`src/include/slem_consts.vh`:
```
`ifndef SLEM_CONSTS_VH
`define SLEM_CONSTS_VH

// Register index map (byte-wide registers)
`define SLEM_ADDR_W 12
`define SLEM_A_SYNC_SEL 12'h047B
`define SLEM_A_THRESH 12'h047C
`define SLEM_A_LANE_EN 12'h047D
`define SLEM_A_RAMP 12'h047E
`define SLEM_A_IRQ_STAT 12'h0480
`define SLEM_A_IRQ_EN 12'h0481
`define SLEM_A_IRQ_CLR 12'h0482
`define SLEM_A_LANE_ERR 12'h0483
`define SLEM_A_CFG_EXP 12'h0484

// Field positions
`define SLEM_B_SYNC_DISP 7
`define SLEM_B_SYNC_NIT 6
`define SLEM_B_SYNC_UCC 5
`define SLEM_B_CMM 4
`define SLEM_B_CMM_EN 3
`define SLEM_B_RAMP_EN 0

// Status bit layout
`define SLEM_S_DISP 0
`define SLEM_S_NIT 1
`define SLEM_S_UCC 2
`define SLEM_S_CMM 3
`define SLEM_S_RAMP 4
`define SLEM_NSTAT 5

// Reset values
`define SLEM_RST_SYNC_SEL 8'h08
`define SLEM_RST_THRESH 8'hFF
`define SLEM_RST_LANE_EN 4'hF
`define SLEM_RST_RAMP 1'b0
`define SLEM_RST_IRQ_EN 5'h00
`define SLEM_RST_CFG_EXP 8'h00

`define SLEM_NLANE 4
`define SLEM_CNT_W 8
`define SLEM_ZERO8 8'h00
`define SLEM_ONE8 8'h01
`define SLEM_RAMP_LEN 3'h3

`endif

```
`src/core/slem_error_monitor.v`:
```
// Design decision made here: the plain strobed port.
`timescale 1ns/10ps
`include "slem_consts.vh"

// Contract
// - Table-miss count at limit drives sync request only when its select bit is set.
// - Bad control character count at limit drives sync request only when selected.
// - Disparity count at limit does not drive sync request when deselected.
// - Mismatch flag reads one when lane 0 config differs from transmitter settings.
// - Writing one to mismatch bit clears pending mismatch interrupt.
// - Mismatch interrupt only while its enable is set; enable resets to one.
// - Each lane counts three error types, compared to 8-bit limit resetting to FF.
// - Limit hits raise interrupt, sync request or both per mask settings.
// - Four-bit lane enable, bit x enables lane x, all on after reset.
// - With ramp check off, alignment data of any content is accepted.
// - With ramp check on, alignment data must ramp from 00-01-02 or startup fails.
// - Disparity count at limit drives sync request when its select bit is set.
// - Any unmasked error condition drives active-low interrupt request low.
module slem_error_monitor (
	input wire REF_CLK_I,
	input wire RST_I,
	input wire [`SLEM_ADDR_W-1:0] ADDR_I,
	input wire [7:0] WDATA_I,
	input wire WR_I,
	input wire RD_I,
	output reg [7:0] RDATA_O,
	input wire [`SLEM_NLANE-1:0] DISP_ERR_I,
	input wire [`SLEM_NLANE-1:0] TABLE_MISS_I,
	input wire [`SLEM_NLANE-1:0] BAD_CTRL_I,
	input wire [7:0] LANE0_CFG_I,
	input wire ALIGN_START_I,
	input wire ALIGN_VALID_I,
	input wire [7:0] ALIGN_DATA_I,
	output wire [`SLEM_NLANE-1:0] LANE_ON_O,
	output wire ALIGN_OK_O,
	output wire SYNC_REQUEST_OUT_N_O,
	output wire IRQ_N_O
);
	reg [7:0] sync_sel_q;
	reg [7:0] limit_q;
	reg [3:0] lane_on_bits_q;
	reg ramp_verify_en_q;
	reg [`SLEM_NSTAT-1:0] stat_q;
	reg [`SLEM_NSTAT-1:0] stat_d;
	reg [`SLEM_NSTAT-1:0] irq_en_q;
	reg [7:0] cfg_exp_q;
	reg [7:0] rdata_d;
	wire [`SLEM_NLANE-1:0] hit_disp;
	wire [`SLEM_NLANE-1:0] hit_nit;
	wire [`SLEM_NLANE-1:0] hit_ucc;
	wire any_disp;
	wire any_nit;
	wire any_ucc;
	wire config_mismatch_flag;
	wire ramp_fail;
	wire wr_clr;
	wire [`SLEM_NSTAT-1:0] ev;

	genvar g;
	generate
		for (g = 0; g < `SLEM_NLANE; g = g + 1) begin : g_lane
			// One counter per lane and error type
			slem_lane_counter u_disp (
				.clk_i(REF_CLK_I),
				.rst_i(RST_I),
				.en_i(lane_on_bits_q[g]),
				.err_i(DISP_ERR_I[g]),
				.limit_i(limit_q),
				.hit_o(hit_disp[g])
			);
			slem_lane_counter u_nit (
				.clk_i(REF_CLK_I),
				.rst_i(RST_I),
				.en_i(lane_on_bits_q[g]),
				.err_i(TABLE_MISS_I[g]),
				.limit_i(limit_q),
				.hit_o(hit_nit[g])
			);
			slem_lane_counter u_ucc (
				.clk_i(REF_CLK_I),
				.rst_i(RST_I),
				.en_i(lane_on_bits_q[g]),
				.err_i(BAD_CTRL_I[g]),
				.limit_i(limit_q),
				.hit_o(hit_ucc[g])
			);
		end
	endgenerate

	slem_ramp_check u_ramp (
		.clk_i(REF_CLK_I),
		.rst_i(RST_I),
		.en_i(ramp_verify_en_q),
		.start_i(ALIGN_START_I),
		.valid_i(ALIGN_VALID_I),
		.data_i(ALIGN_DATA_I),
		.fail_o(ramp_fail)
	);

	assign any_disp = |hit_disp;
	assign any_nit = |hit_nit;
	assign any_ucc = |hit_ucc;
	assign LANE_ON_O = lane_on_bits_q;
	// Disabled check never fails, any content passes
	assign ALIGN_OK_O = ~ramp_fail;

	// Compared against transmitter settings latched by software
	assign config_mismatch_flag = (LANE0_CFG_I != cfg_exp_q);

	// Sync request: only selected causes count
	assign SYNC_REQUEST_OUT_N_O = ~((any_disp & sync_sel_q[`SLEM_B_SYNC_DISP])
		| (any_nit & sync_sel_q[`SLEM_B_SYNC_NIT])
		| (any_ucc & sync_sel_q[`SLEM_B_SYNC_UCC]));

	assign ev[`SLEM_S_DISP] = any_disp;
	assign ev[`SLEM_S_NIT] = any_nit;
	assign ev[`SLEM_S_UCC] = any_ucc;
	assign ev[`SLEM_S_CMM] = config_mismatch_flag & sync_sel_q[`SLEM_B_CMM_EN];
	assign ev[`SLEM_S_RAMP] = ramp_fail;

	assign wr_clr = WR_I && (ADDR_I == `SLEM_A_IRQ_CLR);
	assign IRQ_N_O = ~(|(stat_q & irq_en_q));

	always @* begin
		stat_d = stat_q;
		if (wr_clr)
			stat_d = stat_q & ~WDATA_I[`SLEM_NSTAT-1:0];
		if (WR_I && (ADDR_I == `SLEM_A_SYNC_SEL) && WDATA_I[`SLEM_B_CMM])
			stat_d[`SLEM_S_CMM] = 1'b0;
		// Set wins over a same-cycle clear
		stat_d = stat_d | ev;
	end

	always @(posedge REF_CLK_I) begin
		if (RST_I) begin
			sync_sel_q <= `SLEM_RST_SYNC_SEL;
			limit_q <= `SLEM_RST_THRESH;
			lane_on_bits_q <= `SLEM_RST_LANE_EN;
			ramp_verify_en_q <= `SLEM_RST_RAMP;
			irq_en_q <= `SLEM_RST_IRQ_EN;
			cfg_exp_q <= `SLEM_RST_CFG_EXP;
			stat_q <= {`SLEM_NSTAT{1'b0}};
		end else begin
			stat_q <= stat_d;
			if (WR_I) begin
				case (ADDR_I)
				`SLEM_A_SYNC_SEL: begin
					// Mismatch bit is a clear strobe, not stored
					sync_sel_q <= {WDATA_I[7:5], 1'b0, WDATA_I[3], 3'h0};
				end
				`SLEM_A_THRESH: limit_q <= WDATA_I;
				// Lanes must be set before code group sync starts
				`SLEM_A_LANE_EN: lane_on_bits_q <= WDATA_I[3:0];
				`SLEM_A_RAMP: ramp_verify_en_q <= WDATA_I[`SLEM_B_RAMP_EN];
				`SLEM_A_IRQ_EN: irq_en_q <= WDATA_I[`SLEM_NSTAT-1:0];
				`SLEM_A_CFG_EXP: cfg_exp_q <= WDATA_I;
				default: ;
				endcase
			end
		end
	end

	always @* begin
		rdata_d = `SLEM_ZERO8;
		case (ADDR_I)
		`SLEM_A_SYNC_SEL: begin
			rdata_d = sync_sel_q;
			rdata_d[`SLEM_B_CMM] = config_mismatch_flag;
		end
		`SLEM_A_THRESH: rdata_d = limit_q;
		`SLEM_A_LANE_EN: rdata_d = {4'h0, lane_on_bits_q};
		`SLEM_A_RAMP: rdata_d = {7'h00, ramp_verify_en_q};
		`SLEM_A_IRQ_STAT: rdata_d = {3'h0, stat_q};
		`SLEM_A_IRQ_EN: rdata_d = {3'h0, irq_en_q};
		`SLEM_A_LANE_ERR: rdata_d = {ramp_fail, any_ucc, any_nit, any_disp, lane_on_bits_q};
		`SLEM_A_CFG_EXP: rdata_d = cfg_exp_q;
		default: rdata_d = `SLEM_ZERO8;
		endcase
	end

	// Read data valid only the cycle after the strobe
	always @(posedge REF_CLK_I) begin
		if (RST_I)
			RDATA_O <= `SLEM_ZERO8;
		else if (RD_I)
			RDATA_O <= rdata_d;
		else
			RDATA_O <= `SLEM_ZERO8;
	end
endmodule // slem_error_monitor

```
`src/core/slem_lane_counter.v`:
```
`timescale 1ns/10ps
`include "slem_consts.vh"

module slem_lane_counter (
	input wire clk_i,
	input wire rst_i,
	input wire en_i,
	input wire err_i,
	input wire [`SLEM_CNT_W-1:0] limit_i,
	output reg hit_o
);
	reg [`SLEM_CNT_W-1:0] cnt_q;

	always @(posedge clk_i) begin
		if (rst_i || !en_i) begin
			cnt_q <= `SLEM_ZERO8;
			hit_o <= 1'b0;
		end else begin
			// Saturates so the hit stays up until lane reset
			if (err_i && (cnt_q != {`SLEM_CNT_W{1'b1}}))
				cnt_q <= cnt_q + `SLEM_ONE8;
			hit_o <= (cnt_q >= limit_i);
		end
	end
endmodule // slem_lane_counter

```
`src/core/slem_ramp_check.v`:
```
`timescale 1ns/10ps
`include "slem_consts.vh"

module slem_ramp_check (
	input wire clk_i,
	input wire rst_i,
	input wire en_i,
	input wire start_i,
	input wire valid_i,
	input wire [7:0] data_i,
	output reg fail_o
);
	reg [2:0] idx_q;
	reg active_q;

	always @(posedge clk_i) begin
		if (rst_i || start_i) begin
			idx_q <= 3'h0;
			active_q <= start_i;
			fail_o <= 1'b0;
		end else if (active_q && valid_i) begin
			// Only the first octets must follow 00-01-02
			if (en_i && (data_i != {5'h00, idx_q}))
				fail_o <= 1'b1;
			idx_q <= idx_q + 3'h1;
			if (idx_q == `SLEM_RAMP_LEN - 3'h1)
				active_q <= 1'b0;
		end
	end
endmodule // slem_ramp_check

```
`config.mk`:
```
export PLATFORM = sky130hd
export DESIGN_NAME = slem_error_monitor
export DESIGN_NICKNAME = d
export VERILOG_FILES = /design/src/core/slem_error_monitor.v /design/src/core/slem_lane_counter.v /design/src/core/slem_ramp_check.v
export VERILOG_INCLUDE_DIRS = /design/src /design/src/include
export SDC_FILE = /design/constraint.sdc
export NUM_CORES = 1
export LEC_CHECK = 0
export ABC_CLOCK_PERIOD_IN_PS = 5400
export BUFFER_PORTS_ARGS = -buffer_cell sky130_fd_sc_hd__buf_2
export CAP_MARGIN = 20
export CORE_ASPECT_RATIO = 1.5
export CORE_MARGIN = 2
export CORE_UTILIZATION = 53
export CTS_BUF_LIST = sky130_fd_sc_hd__clkbuf_2 sky130_fd_sc_hd__clkbuf_4 sky130_fd_sc_hd__clkbuf_8
export CTS_CLUSTER_SIZE = 12
export DETAILED_ROUTE_END_ITERATION = 6
export GPL_TIMING_DRIVEN = 0
export PLACE_DENSITY = 0.71
export SLEW_MARGIN = 15
export SYNTH_ARGS = -nofsm -noshare
export SYNTH_HDL_FRONTEND = slang
export SYNTH_HIERARCHICAL = 1
export SYNTH_SLANG_ARGS = --single-unit
```
`constraint.sdc`:
```
create_clock -name REF_CLK_I -period 5.4 [get_ports REF_CLK_I]
set_clock_uncertainty 0.05 [all_clocks]
set_input_delay 0.27 -clock REF_CLK_I [delete_from_list [all_inputs] [get_ports REF_CLK_I]]
set_output_delay 0.27 -clock REF_CLK_I [all_outputs]
set_load 0.02 [all_outputs]
```
==> impl_metrics.toml, run 1 <==
[floorplan]
rows = 61
die_w_um = 116
die_h_um = 171
core_area_sq_mm = 0.0185
io_pins = 69
start_util = 0.536
dieArea_sq_mm = 0.0198

[sta]
min_period_over_period = 0.446
clock.fmax_ghz = 0.415
tightest_slew_ns = 0.905
hold_violations = 0
slew_headroom = 0.396
period_minus_slack_ns = 2.41
fin_hold_ws_ns = 0.0485
finalSetupViolations = 0
rsz0062_at_grt = "no"
setup_tns_ns = 0
drv_slew = 0

[synth]
synth-async-reset-ratio = 0
synth_top_area_share = 0.313
synth.area.top_cells = "dfxtp_1 31%, ha_1 14%, nor2_1 5.9%"
yosys_warnings = 6
syn-cell-area_sq_mm = 0.00991
synth-edff-count = 1
synth_cell_type_count = 58
synthFlopType = "dfxtp_1"
synth_top_area_cell = "dfxtp_1"
yosysSeqAreaShare = 0.316
synth_nets = 1354
avgSynthCellArea_sq_um = 8.33
synth-seq-cells = 156
synthTopCellsByCount = "155 x dfxtp_1, 155 x nor2_1, 140 x inv_1"
netlist_instances = 1190

[global_route]
grt_pass1_vias = 8343
antenna_found_initial = 0
grt_pass1_wl_um = 39400
grt_util_all_layers = 0.248
gr-total-overflow = 0
grt_max_degree = 18

[detailed_routing]
vias = 8924
dr.pass1.iters = 5
antenna_left = 0
drtIter0Drc = 787
wl_per_cell_um = 15.5
drc = 0
drt-total-wl_um = 24000
vias_per_cell = 5.78

[setup_path]
cp.required_ns = 5.08
crit_path_end_kind = "primary output"
crit_type = "reg -> out"
cp.arrival_ns = 2.09
cp-start-kind = "flip-flop"
worst-path-max-fanout = 4

[clocking]
post_cts_buffers = 0
htreeDepth = 4
cts_root_buf = "clkbuf_8"
cts_tree = "built"
cts.sinks = 156
clk_latency_ns = 0.46
cts_buffers = 17
path_clk_slew_ns = 0.09
cts_buffer_depth = 2

[final_layout]
multi_input_area_sq_mm = 0.00609
n_antenna_cell = 0
drive_above_1_share = 0.136
num-fill-cells = 1695
seq_area_sq_mm = 0.00313
stdcell_count = 1545
nNetsFinal = 1444
syn2layout_area_growth_pct = 11.6
final_util = 0.598

[run]
maxCapViolCount = 0

[placement]
place_hpwl_um = 17300
gp_congestion = 0.961
io_buffers = 66
dpl.cell_count = 1508

[hold_path]
worstHoldPathType = "in -> reg"

[pwr]
leakage_nw = 5.45
peakVddDrop_mv = 0.140
powerDensity_mw_per_mm2 = 216
p_total_mw = 2.38

[status]
status = "complete, no violations"
==> kinds of logic after synthesis <==
logic type,count (synthesis),synth area share
AO/OA/AOI/OAI,285,0.195
XOR/XNOR,25,0.0221
adder cells (fa/ha/maj),110,0.139
buffers and inverters,168,0.0691
flip-flops,156,0.316
multiplexers,33,0.0333
AND/OR/NAND/NOR,413,0.225
==> path summary, 6_finish.rpt <==
kind	from	endpoint	slack, ns	cells after the start
setup / recovery	g_lane[1].u_nit/hit_o	SYNC_REQUEST_OUT_N_O	2.99	3
hold / removal	WDATA_I[1]	cfg_exp_q[1]	0.05	3
setup reg to reg	limit_q[0]	g_lane[1].u_disp/hit_o	3.03	5
hold reg to reg	stat_q[4]	stat_q[4]	0.46	2
==> critical path, stage by stage, from the launching register on <==
cell      delay, ns
dfxtp_1        0.32
or4_1          0.60
a222oi_1       0.46
buf_2          0.25
==> through the flow <==
| step | worst slack (ns) | area, sq um |
|---|---|---|
| 2_1_floorplan | 3.32 | 9910 |
| 3_3_place_gp | 2.82 | 10600 |
| 3_5_place_dp | 2.80 | 10600 |
| 4_1_cts | 2.99 | 11100 |
| 5_1_grt | 2.86 | 11100 |
| 6_report | 2.99 | 11100 |
==> cell usage in the layout (no fill, tap or decap), types with 13 or more instances in the layout <==
cell type    n
dfxtp_1    155
nand3_1     39
nand4_1     28
nand4_2     24
a211oi_1    36
nand2b_1    27
a21oi_1     79
clkbuf_1    13
o21ai_0     47
buf_2       67
xnor2_1     13
clkbuf_8    19
nand2_1     48
nor3_1      20
ha_1       110
nor2b_1     13
inv_1      140
mux2i_1     33
nor2_1     155
==> state kept, by name (all words and copies together), names as in the netlist <==
name	cells
u_ramp/active_q	1
g_lane.u_ucc/hit_o	4
g_lane.u_nit/cnt_q	32
limit_q	8
g_lane.u_disp/hit_o	4
RDATA_O	8
g_lane.u_disp/cnt_q	32
irq_en_q	5
u_ramp/fail_o	1
g_lane.u_nit/hit_o	4
LANE_ON_O	4
g_lane.u_ucc/cnt_q	32
cfg_exp_q	8
u_ramp/idx_q	3
sync_sel_q	4
ramp_verify_en_q	1
stat_q	5
==> layout make-up <==
class,count,share of cell area
inverter,141,0.0479
clock inverter,13,0.0170
buffer,27,0.0140
timing repair buffer,71,0.0344
tap,252,0.0285
multi-input combinational,866,0.551
clock buffer,19,0.0237
sequential,156,0.283
==> timing repair <==
item,CTS,global route
hold endpoints to repair,9,0
resized for setup,0,0
hold buffers,5,0
==> power breakdown <==
group          total, mW  internal, mW  leakage [nW]  switching, mW
Clock              0.996         0.531         0.219          0.465
Sequential          1.20          1.17          1.26         0.0261
Combinational      0.189        0.0814          3.97          0.107
==> per-layer routing <==
metal,share of wire,global-route usage,wire length [um],up-vias
met5,0,0,0,-
met4,0.025,0.100,596,0
li1,-,-,-,4438
met1,0.42,0.282,10000,4193
met3,0.047,0.0440,1120,46
met2,0.51,0.451,12200,247
Power figures use the tool's default switching activity.
==> run 2, diff against run 1 <==
--- a/config.mk
+++ b/config.mk
@@ -6,7 +6,7 @@
 export SDC_FILE = /design/constraint.sdc
 export NUM_CORES = 1
 export LEC_CHECK = 0
-export ABC_CLOCK_PERIOD_IN_PS = 5400
+export ABC_CLOCK_PERIOD_IN_PS = 2390
 export BUFFER_PORTS_ARGS = -buffer_cell sky130_fd_sc_hd__buf_2
 export CAP_MARGIN = 20
 export CORE_ASPECT_RATIO = 1.5
==> constraint.sdc (replaced) <==
create_clock -name REF_CLK_I -period 2.39 [get_ports REF_CLK_I]
set_clock_uncertainty 0.05 [all_clocks]
set_input_delay 0.1195 -clock REF_CLK_I [delete_from_list [all_inputs] [get_ports REF_CLK_I]]
set_output_delay 0.1195 -clock REF_CLK_I [all_outputs]
set_load 0.02 [all_outputs]
==> run 2 against run 1 <==
  * Wire length up 0.66%
  * Sequential power grew 130%
  * Sequential share of layout area shrank 0.56 points
  * Largest power group unchanged
==> impl_metrics.toml, run 2 (synthesis results as in run 1) <==
[hold_path]
worstHoldPathType = "in -> reg"
hold-path-endpoint = "ramp_verify_en_q"
whs_path_depth = 4
min_from = "WR_I"

[status]
status = "complete, no violations"

[global_route]
grt_pass1_vias = 8450
grt_pass1_wl_um = 39800
grt_util_all_layers = 0.249
antenna_found_initial = 0
gr-total-overflow = 0
grt_max_degree = 18

[detailed_routing]
drt-total-wl_um = 24100
dr.pass1.iters = 5
wl_per_cell_um = 15.4
drc = 0
vias = 8964
antenna_left = 0
vias_per_cell = 5.72
drtIter0Drc = 751

[pwr]
power.net_switching_mw = 1.35
p_int_mw = 4.05
comb_power_share = 0.084
peakVddDrop_mv = 0.316
p_clk_frac = 0.415
p_sw_frac = 0.251
leakage_nw = 5.55
seqPwrFrac = 0.501
powerDensity_mw_per_mm2 = 479

[setup_path]
cp-start-kind = "flip-flop"
cp.arrival_ns = 2.08
cp.required_ns = 2.22
reg2regPathDepth = 5
crit_path_end_kind = "primary output"
crit_type = "reg -> out"
reg2reg_setup_slack_ns = 0.16
timing.rr.start = "limit_q[2]"
regToRegEndpoint = "g_lane[1].u_disp/hit_o"
worst-path-max-fanout = 4

[final_layout]
stdcell_count = 1567
drive_above_1_share = 0.136
layout.cells.most_common = "nor2_1"
syn2layout_area_growth_pct = 13.9
largestRegisters = "g_lane.u_disp/cnt_q x32, g_lane.u_nit/cnt_q x32, g_lane.u_ucc/cnt_q x32"
most-common-layout-cells = "154 x nor2_1, 153 x dfxtp_1, 140 x inv_1"
nNetsFinal = 1466
n_antenna_cell = 0
finalInstanceArea_sq_mm = 0.0113

[placement]
post_dp_cell_area_sq_mm = 0.0106
place_hpwl_um = 17300
gp_congestion = 0.961
io_buffers = 66
dpl.cell_count = 1508

[sta]
finalSetupViolations = 0
rsz0062_at_grt = "no"
drv_slew = 0
period_minus_slack_ns = 2.25
slew_headroom = 0.375
min_period_over_period = 0.942
clock.fmax_ghz = 0.444
hold_violations = 0
tightest_slew_ns = 0.937

[floorplan]
core_area_sq_mm = 0.0185
die_h_um = 171
rows = 61
start_util = 0.536
io_pins = 69
dieArea_sq_mm = 0.0198
die_w_um = 116

[clocking]
cts_buffer_depth = 2
cts.sinks = 156
clk_latency_ns = 0.46
path_clk_slew_ns = 0.09
htreeDepth = 4
cts_buffers = 17
post_cts_buffers = 0
cts_root_buf = "clkbuf_8"
cts_tree = "built"

[run]
maxCapViolCount = 0
-- run 2: how the worst max path moves through the flow --
stage / from / endpoint / slack, ns
global route: limit_q[2] / g_lane[1].u_disp/hit_o / 0.05
global placement: ADDR_I[0] / limit_q[2] / -0.03
floorplan: ADDR_I[9] / stat_q[3] / 0.46
detailed placement: ADDR_I[0] / limit_q[2] / -0.06
CTS: ADDR_I[2] / limit_q[2] / 0.03
finish: g_lane[1].u_nit/hit_o / SYNC_REQUEST_OUT_N_O / 0.14
-- run 2: power groups by stage --
| stage | clock network (mW) | logic, mW | registers, mW |
|---|---|---|---|
| CTS | 2.30 | 0.454 | 2.71 |
| floorplan | 0 | 0.274 | 2.75 |
| global route | 2.41 | 0.512 | 2.72 |
| detailed placement | 0 | 0.419 | 2.77 |
| finish | 2.25 | 0.454 | 2.71 |
| global placement | 0 | 0.404 | 2.77 |
-- run 2: repair_timing --
| item | 4_1_cts | 5_1_grt |
|---|---|---|
| endpoints found under the hold margin | 72 | 0 |
| gates resized for setup | 0 | 4 |
| setup endpoints to repair | 0 | 14 |
| hold buffers | 27 | 0 |
-- run 2: through the flow --
stage	setup TNS, ns	utilization	power (mW)	hold slack (ns)	worst slack (ns)
2_1_floorplan	0	-	3.03	0.139	0.461
3_3_place_gp	-0.0348	0.571	3.17	0.312	-0.0348
3_5_place_dp	-0.0553	0.571	3.19	0.317	-0.0553
4_1_cts	0	0.610	5.46	0.0268	0.0292
5_1_grt	0	0.611	5.64	0.0648	0.0489
6_report	0	0.611	5.41	0.0588	0.139
-- run 2: layout make-up --
type / instances / area (sq um)
plain buffers: 27 / 155
clock buffers: 19 / 262
flip-flops and latches: 156 / 3140
multi-input cells: 866 / 6100
inverters: 141 / 529
fillers: 1666 / 7190
repair buffers: 93 / 601
clock inverters: 13 / 188
well taps: 252 / 315
-- run 2: worst max-delay path, cell delays in order (launching register included) --
cell and delay [ns]:
dfxtp_1 0.32, or4_1 0.60, a222oi_1 0.46, buf_2 0.25
-- run 2: routing by layer --
metal / global-route usage / vias up / wire length (um) / part of all wire
met4: 0.100 / 0 / 640 / 0.027
met2: 0.455 / 233 / 12300 / 0.51
met3: 0.0430 / 46 / 1100 / 0.046
met5: 0 / - / 0 / 0
li1: - / 4480 / - / -
met1: 0.284 / 4205 / 10100 / 0.42
==> run 3, diff against run 2 <==
--- a/config.mk
+++ b/config.mk
@@ -11,12 +11,13 @@
 export CAP_MARGIN = 20
 export CORE_ASPECT_RATIO = 1.5
 export CORE_MARGIN = 2
-export CORE_UTILIZATION = 53
+export CORE_UTILIZATION = 25
 export CTS_BUF_LIST = sky130_fd_sc_hd__clkbuf_2 sky130_fd_sc_hd__clkbuf_4 sky130_fd_sc_hd__clkbuf_8
 export CTS_CLUSTER_SIZE = 12
 export DETAILED_ROUTE_END_ITERATION = 6
 export GPL_TIMING_DRIVEN = 0
-export PLACE_DENSITY = 0.71
+export RECOVER_POWER = 100
+export SKIP_LAST_GASP = 1
 export SLEW_MARGIN = 15
 export SYNTH_ARGS = -nofsm -noshare
 export SYNTH_HDL_FRONTEND = slang
==> run 3 against run 2 <==
  * Combinational power about the same
  * Cell area up 0.52%
  * Hold slack worse by 0.017 ns
  * Critical path depth did not move
  * Global-route usage decreased by 12 points
  * Register-to-register slack about the same
  * Sequential share of layout area down 0.14 points
  * Wire length rose by 10%
  * Largest cell class unchanged
==> impl_metrics.toml, run 3 (synthesis results as in run 1) <==
[final_layout]
largestRegisters = "g_lane.u_disp/cnt_q x32, g_lane.u_nit/cnt_q x32, g_lane.u_ucc/cnt_q x32"
syn2layout_area_growth_pct = 14.5
drive_above_1_share = 0.0941
most-common-layout-cells = "154 x nor2_1, 153 x dfxtp_1, 140 x inv_1"
nNetsFinal = 1469
layout.cells.most_common = "nor2_1"
finalInstanceArea_sq_mm = 0.0113

[detailed_routing]
dr.pass1.iters = 5
vias = 8984
drt-total-wl_um = 26600
vias_per_cell = 4.94
wl_per_cell_um = 14.6
antenna_left = 0
drtIter0Drc = 504
drc = 0

[clocking]
cts_buffers = 17
clk_latency_ns = 0.50
cts.sinks = 156
htreeDepth = 4
path_clk_slew_ns = 0.10
cts_buffer_depth = 2
cts_tree = "built"
cts_root_buf = "clkbuf_8"

[floorplan]
die_w_um = 167
dieArea_sq_mm = 0.0413
io_pins = 69
start_util = 0.253
die_h_um = 248
rows = 89
core_area_sq_mm = 0.0392

[setup_path]
worst-path-max-fanout = 4
crit_path_end_kind = "primary output"
slowest_delay_ns = 0.63
crit_type = "reg -> out"
cp-start-kind = "flip-flop"
slowest_stage = "or4_1"
cp.required_ns = 2.22
reg2regPathDepth = 5
crit_chain = "or4_1 -> a222oi_1 -> buf_2"
cp.arrival_ns = 2.15

[placement]
place_hpwl_um = 19900
post_dp_cell_area_sq_mm = 0.0109
gp_congestion = 0.881
io_buffers = 66

[sta]
tightest_slew_ns = 1.06
finalSetupViolations = 0
slew_headroom = 0.290
rsz0062_at_grt = "no"
clock.fmax_ghz = 0.431
min_period_over_period = 0.970
hold_violations = 0
setup_tns_ns = 0
drv_slew = 0
period_minus_slack_ns = 2.32

[global_route]
grt_pass1_vias = 8777
grt_max_degree = 18
grt_util_met1 = 0.139
busiest_layer = "met2"
gr-total-overflow = 0
grt_util_all_layers = 0.130
grt_pass1_wl_um = 43400
grt_use_met2 = 0.240
met3_usage = 0.0297
antenna_found_initial = 5

[hold_path]
whs_path_depth = 5
worstHoldPathType = "in -> reg"

[pwr]
leakage_nw = 5.38
powerDensity_mw_per_mm2 = 454
peakVddDrop_mv = 0.245

[status]
status = "complete, no violations"

[run]
maxCapViolCount = 0
-- run 3: worst paths after layout --
kind,startpoint,slack (ns),endpoint
worst max-delay path,g_lane[1].u_nit/hit_o,0.07,SYNC_REQUEST_OUT_N_O
worst min-delay path,ADDR_I[7],0.04,RDATA_O[2]
worst max register to register,limit_q[2],0.15,g_lane[0].u_disp/hit_o
worst min register to register,stat_q[4],0.46,stat_q[4]
-- run 3: critical path, delay by kind of cell (launching register included) --
kind	cells	cell delay, ns
AO/OA/AOI/OAI	1	0.47
buffers and inverters	1	0.25
flip-flops	1	0.31
AND/OR/NAND/NOR	1	0.63
-- run 3: metrics by stage --
step / power (mW) / util / hold slack [ns] / setup slack, ns / cells
3_5_place_dp: 3.19 / 0.277 / 0.326 / -0.159 / 1756
6_report: 5.15 / 0.289 / 0.0415 / 0.0715 / 1820
2_1_floorplan: 3.03 / - / 0.139 / 0.461 / 1190
5_1_grt: 5.38 / 0.289 / 0.0239 / 0.00522 / 1819
4_1_cts: 5.23 / 0.295 / 0.00312 / 0.0451 / 1818
3_3_place_gp: 3.17 / 0.277 / 0.328 / -0.118 / 1756
-- run 3: area by class of cell --
| type | count | area, sq um |
|---|---|---|
| Buffer | 27 | 146 |
| Antenna cell | 2 | 5.00 |
| Multi-Input combinational cell | 866 | 5910 |
| Clock inverter | 14 | 140 |
| Tap cell | 500 | 626 |
| Clock buffer | 18 | 241 |
| Fill cell | 4235 | 27900 |
| Sequential cell | 156 | 3140 |
| Timing Repair Buffer | 96 | 611 |
| Inverter | 141 | 529 |
-- run 3: repair_timing --
action / in CTS / in global routing
pin swaps: 0 / 0
resized for setup: 1 / 2
buffers inserted: 0 / 0
hold buffers: 30 / 0
endpoints found under the setup margin: 7 / 4
hold endpoints to repair: 91 / 0
-- run 3: where the power goes --
part	internal, mW	switching [mW]
Sequential	2.65	0.0506
Clock	0.855	1.14
Combinational	0.204	0.251
Total	3.71	1.44
-- run 3: metal layers --
layer  part of all wire  up-vias
met5             0.0016        -
met4              0.035        6
met3              0.047       58
met2               0.51      202
met1               0.41     4216
li1                   -     4502
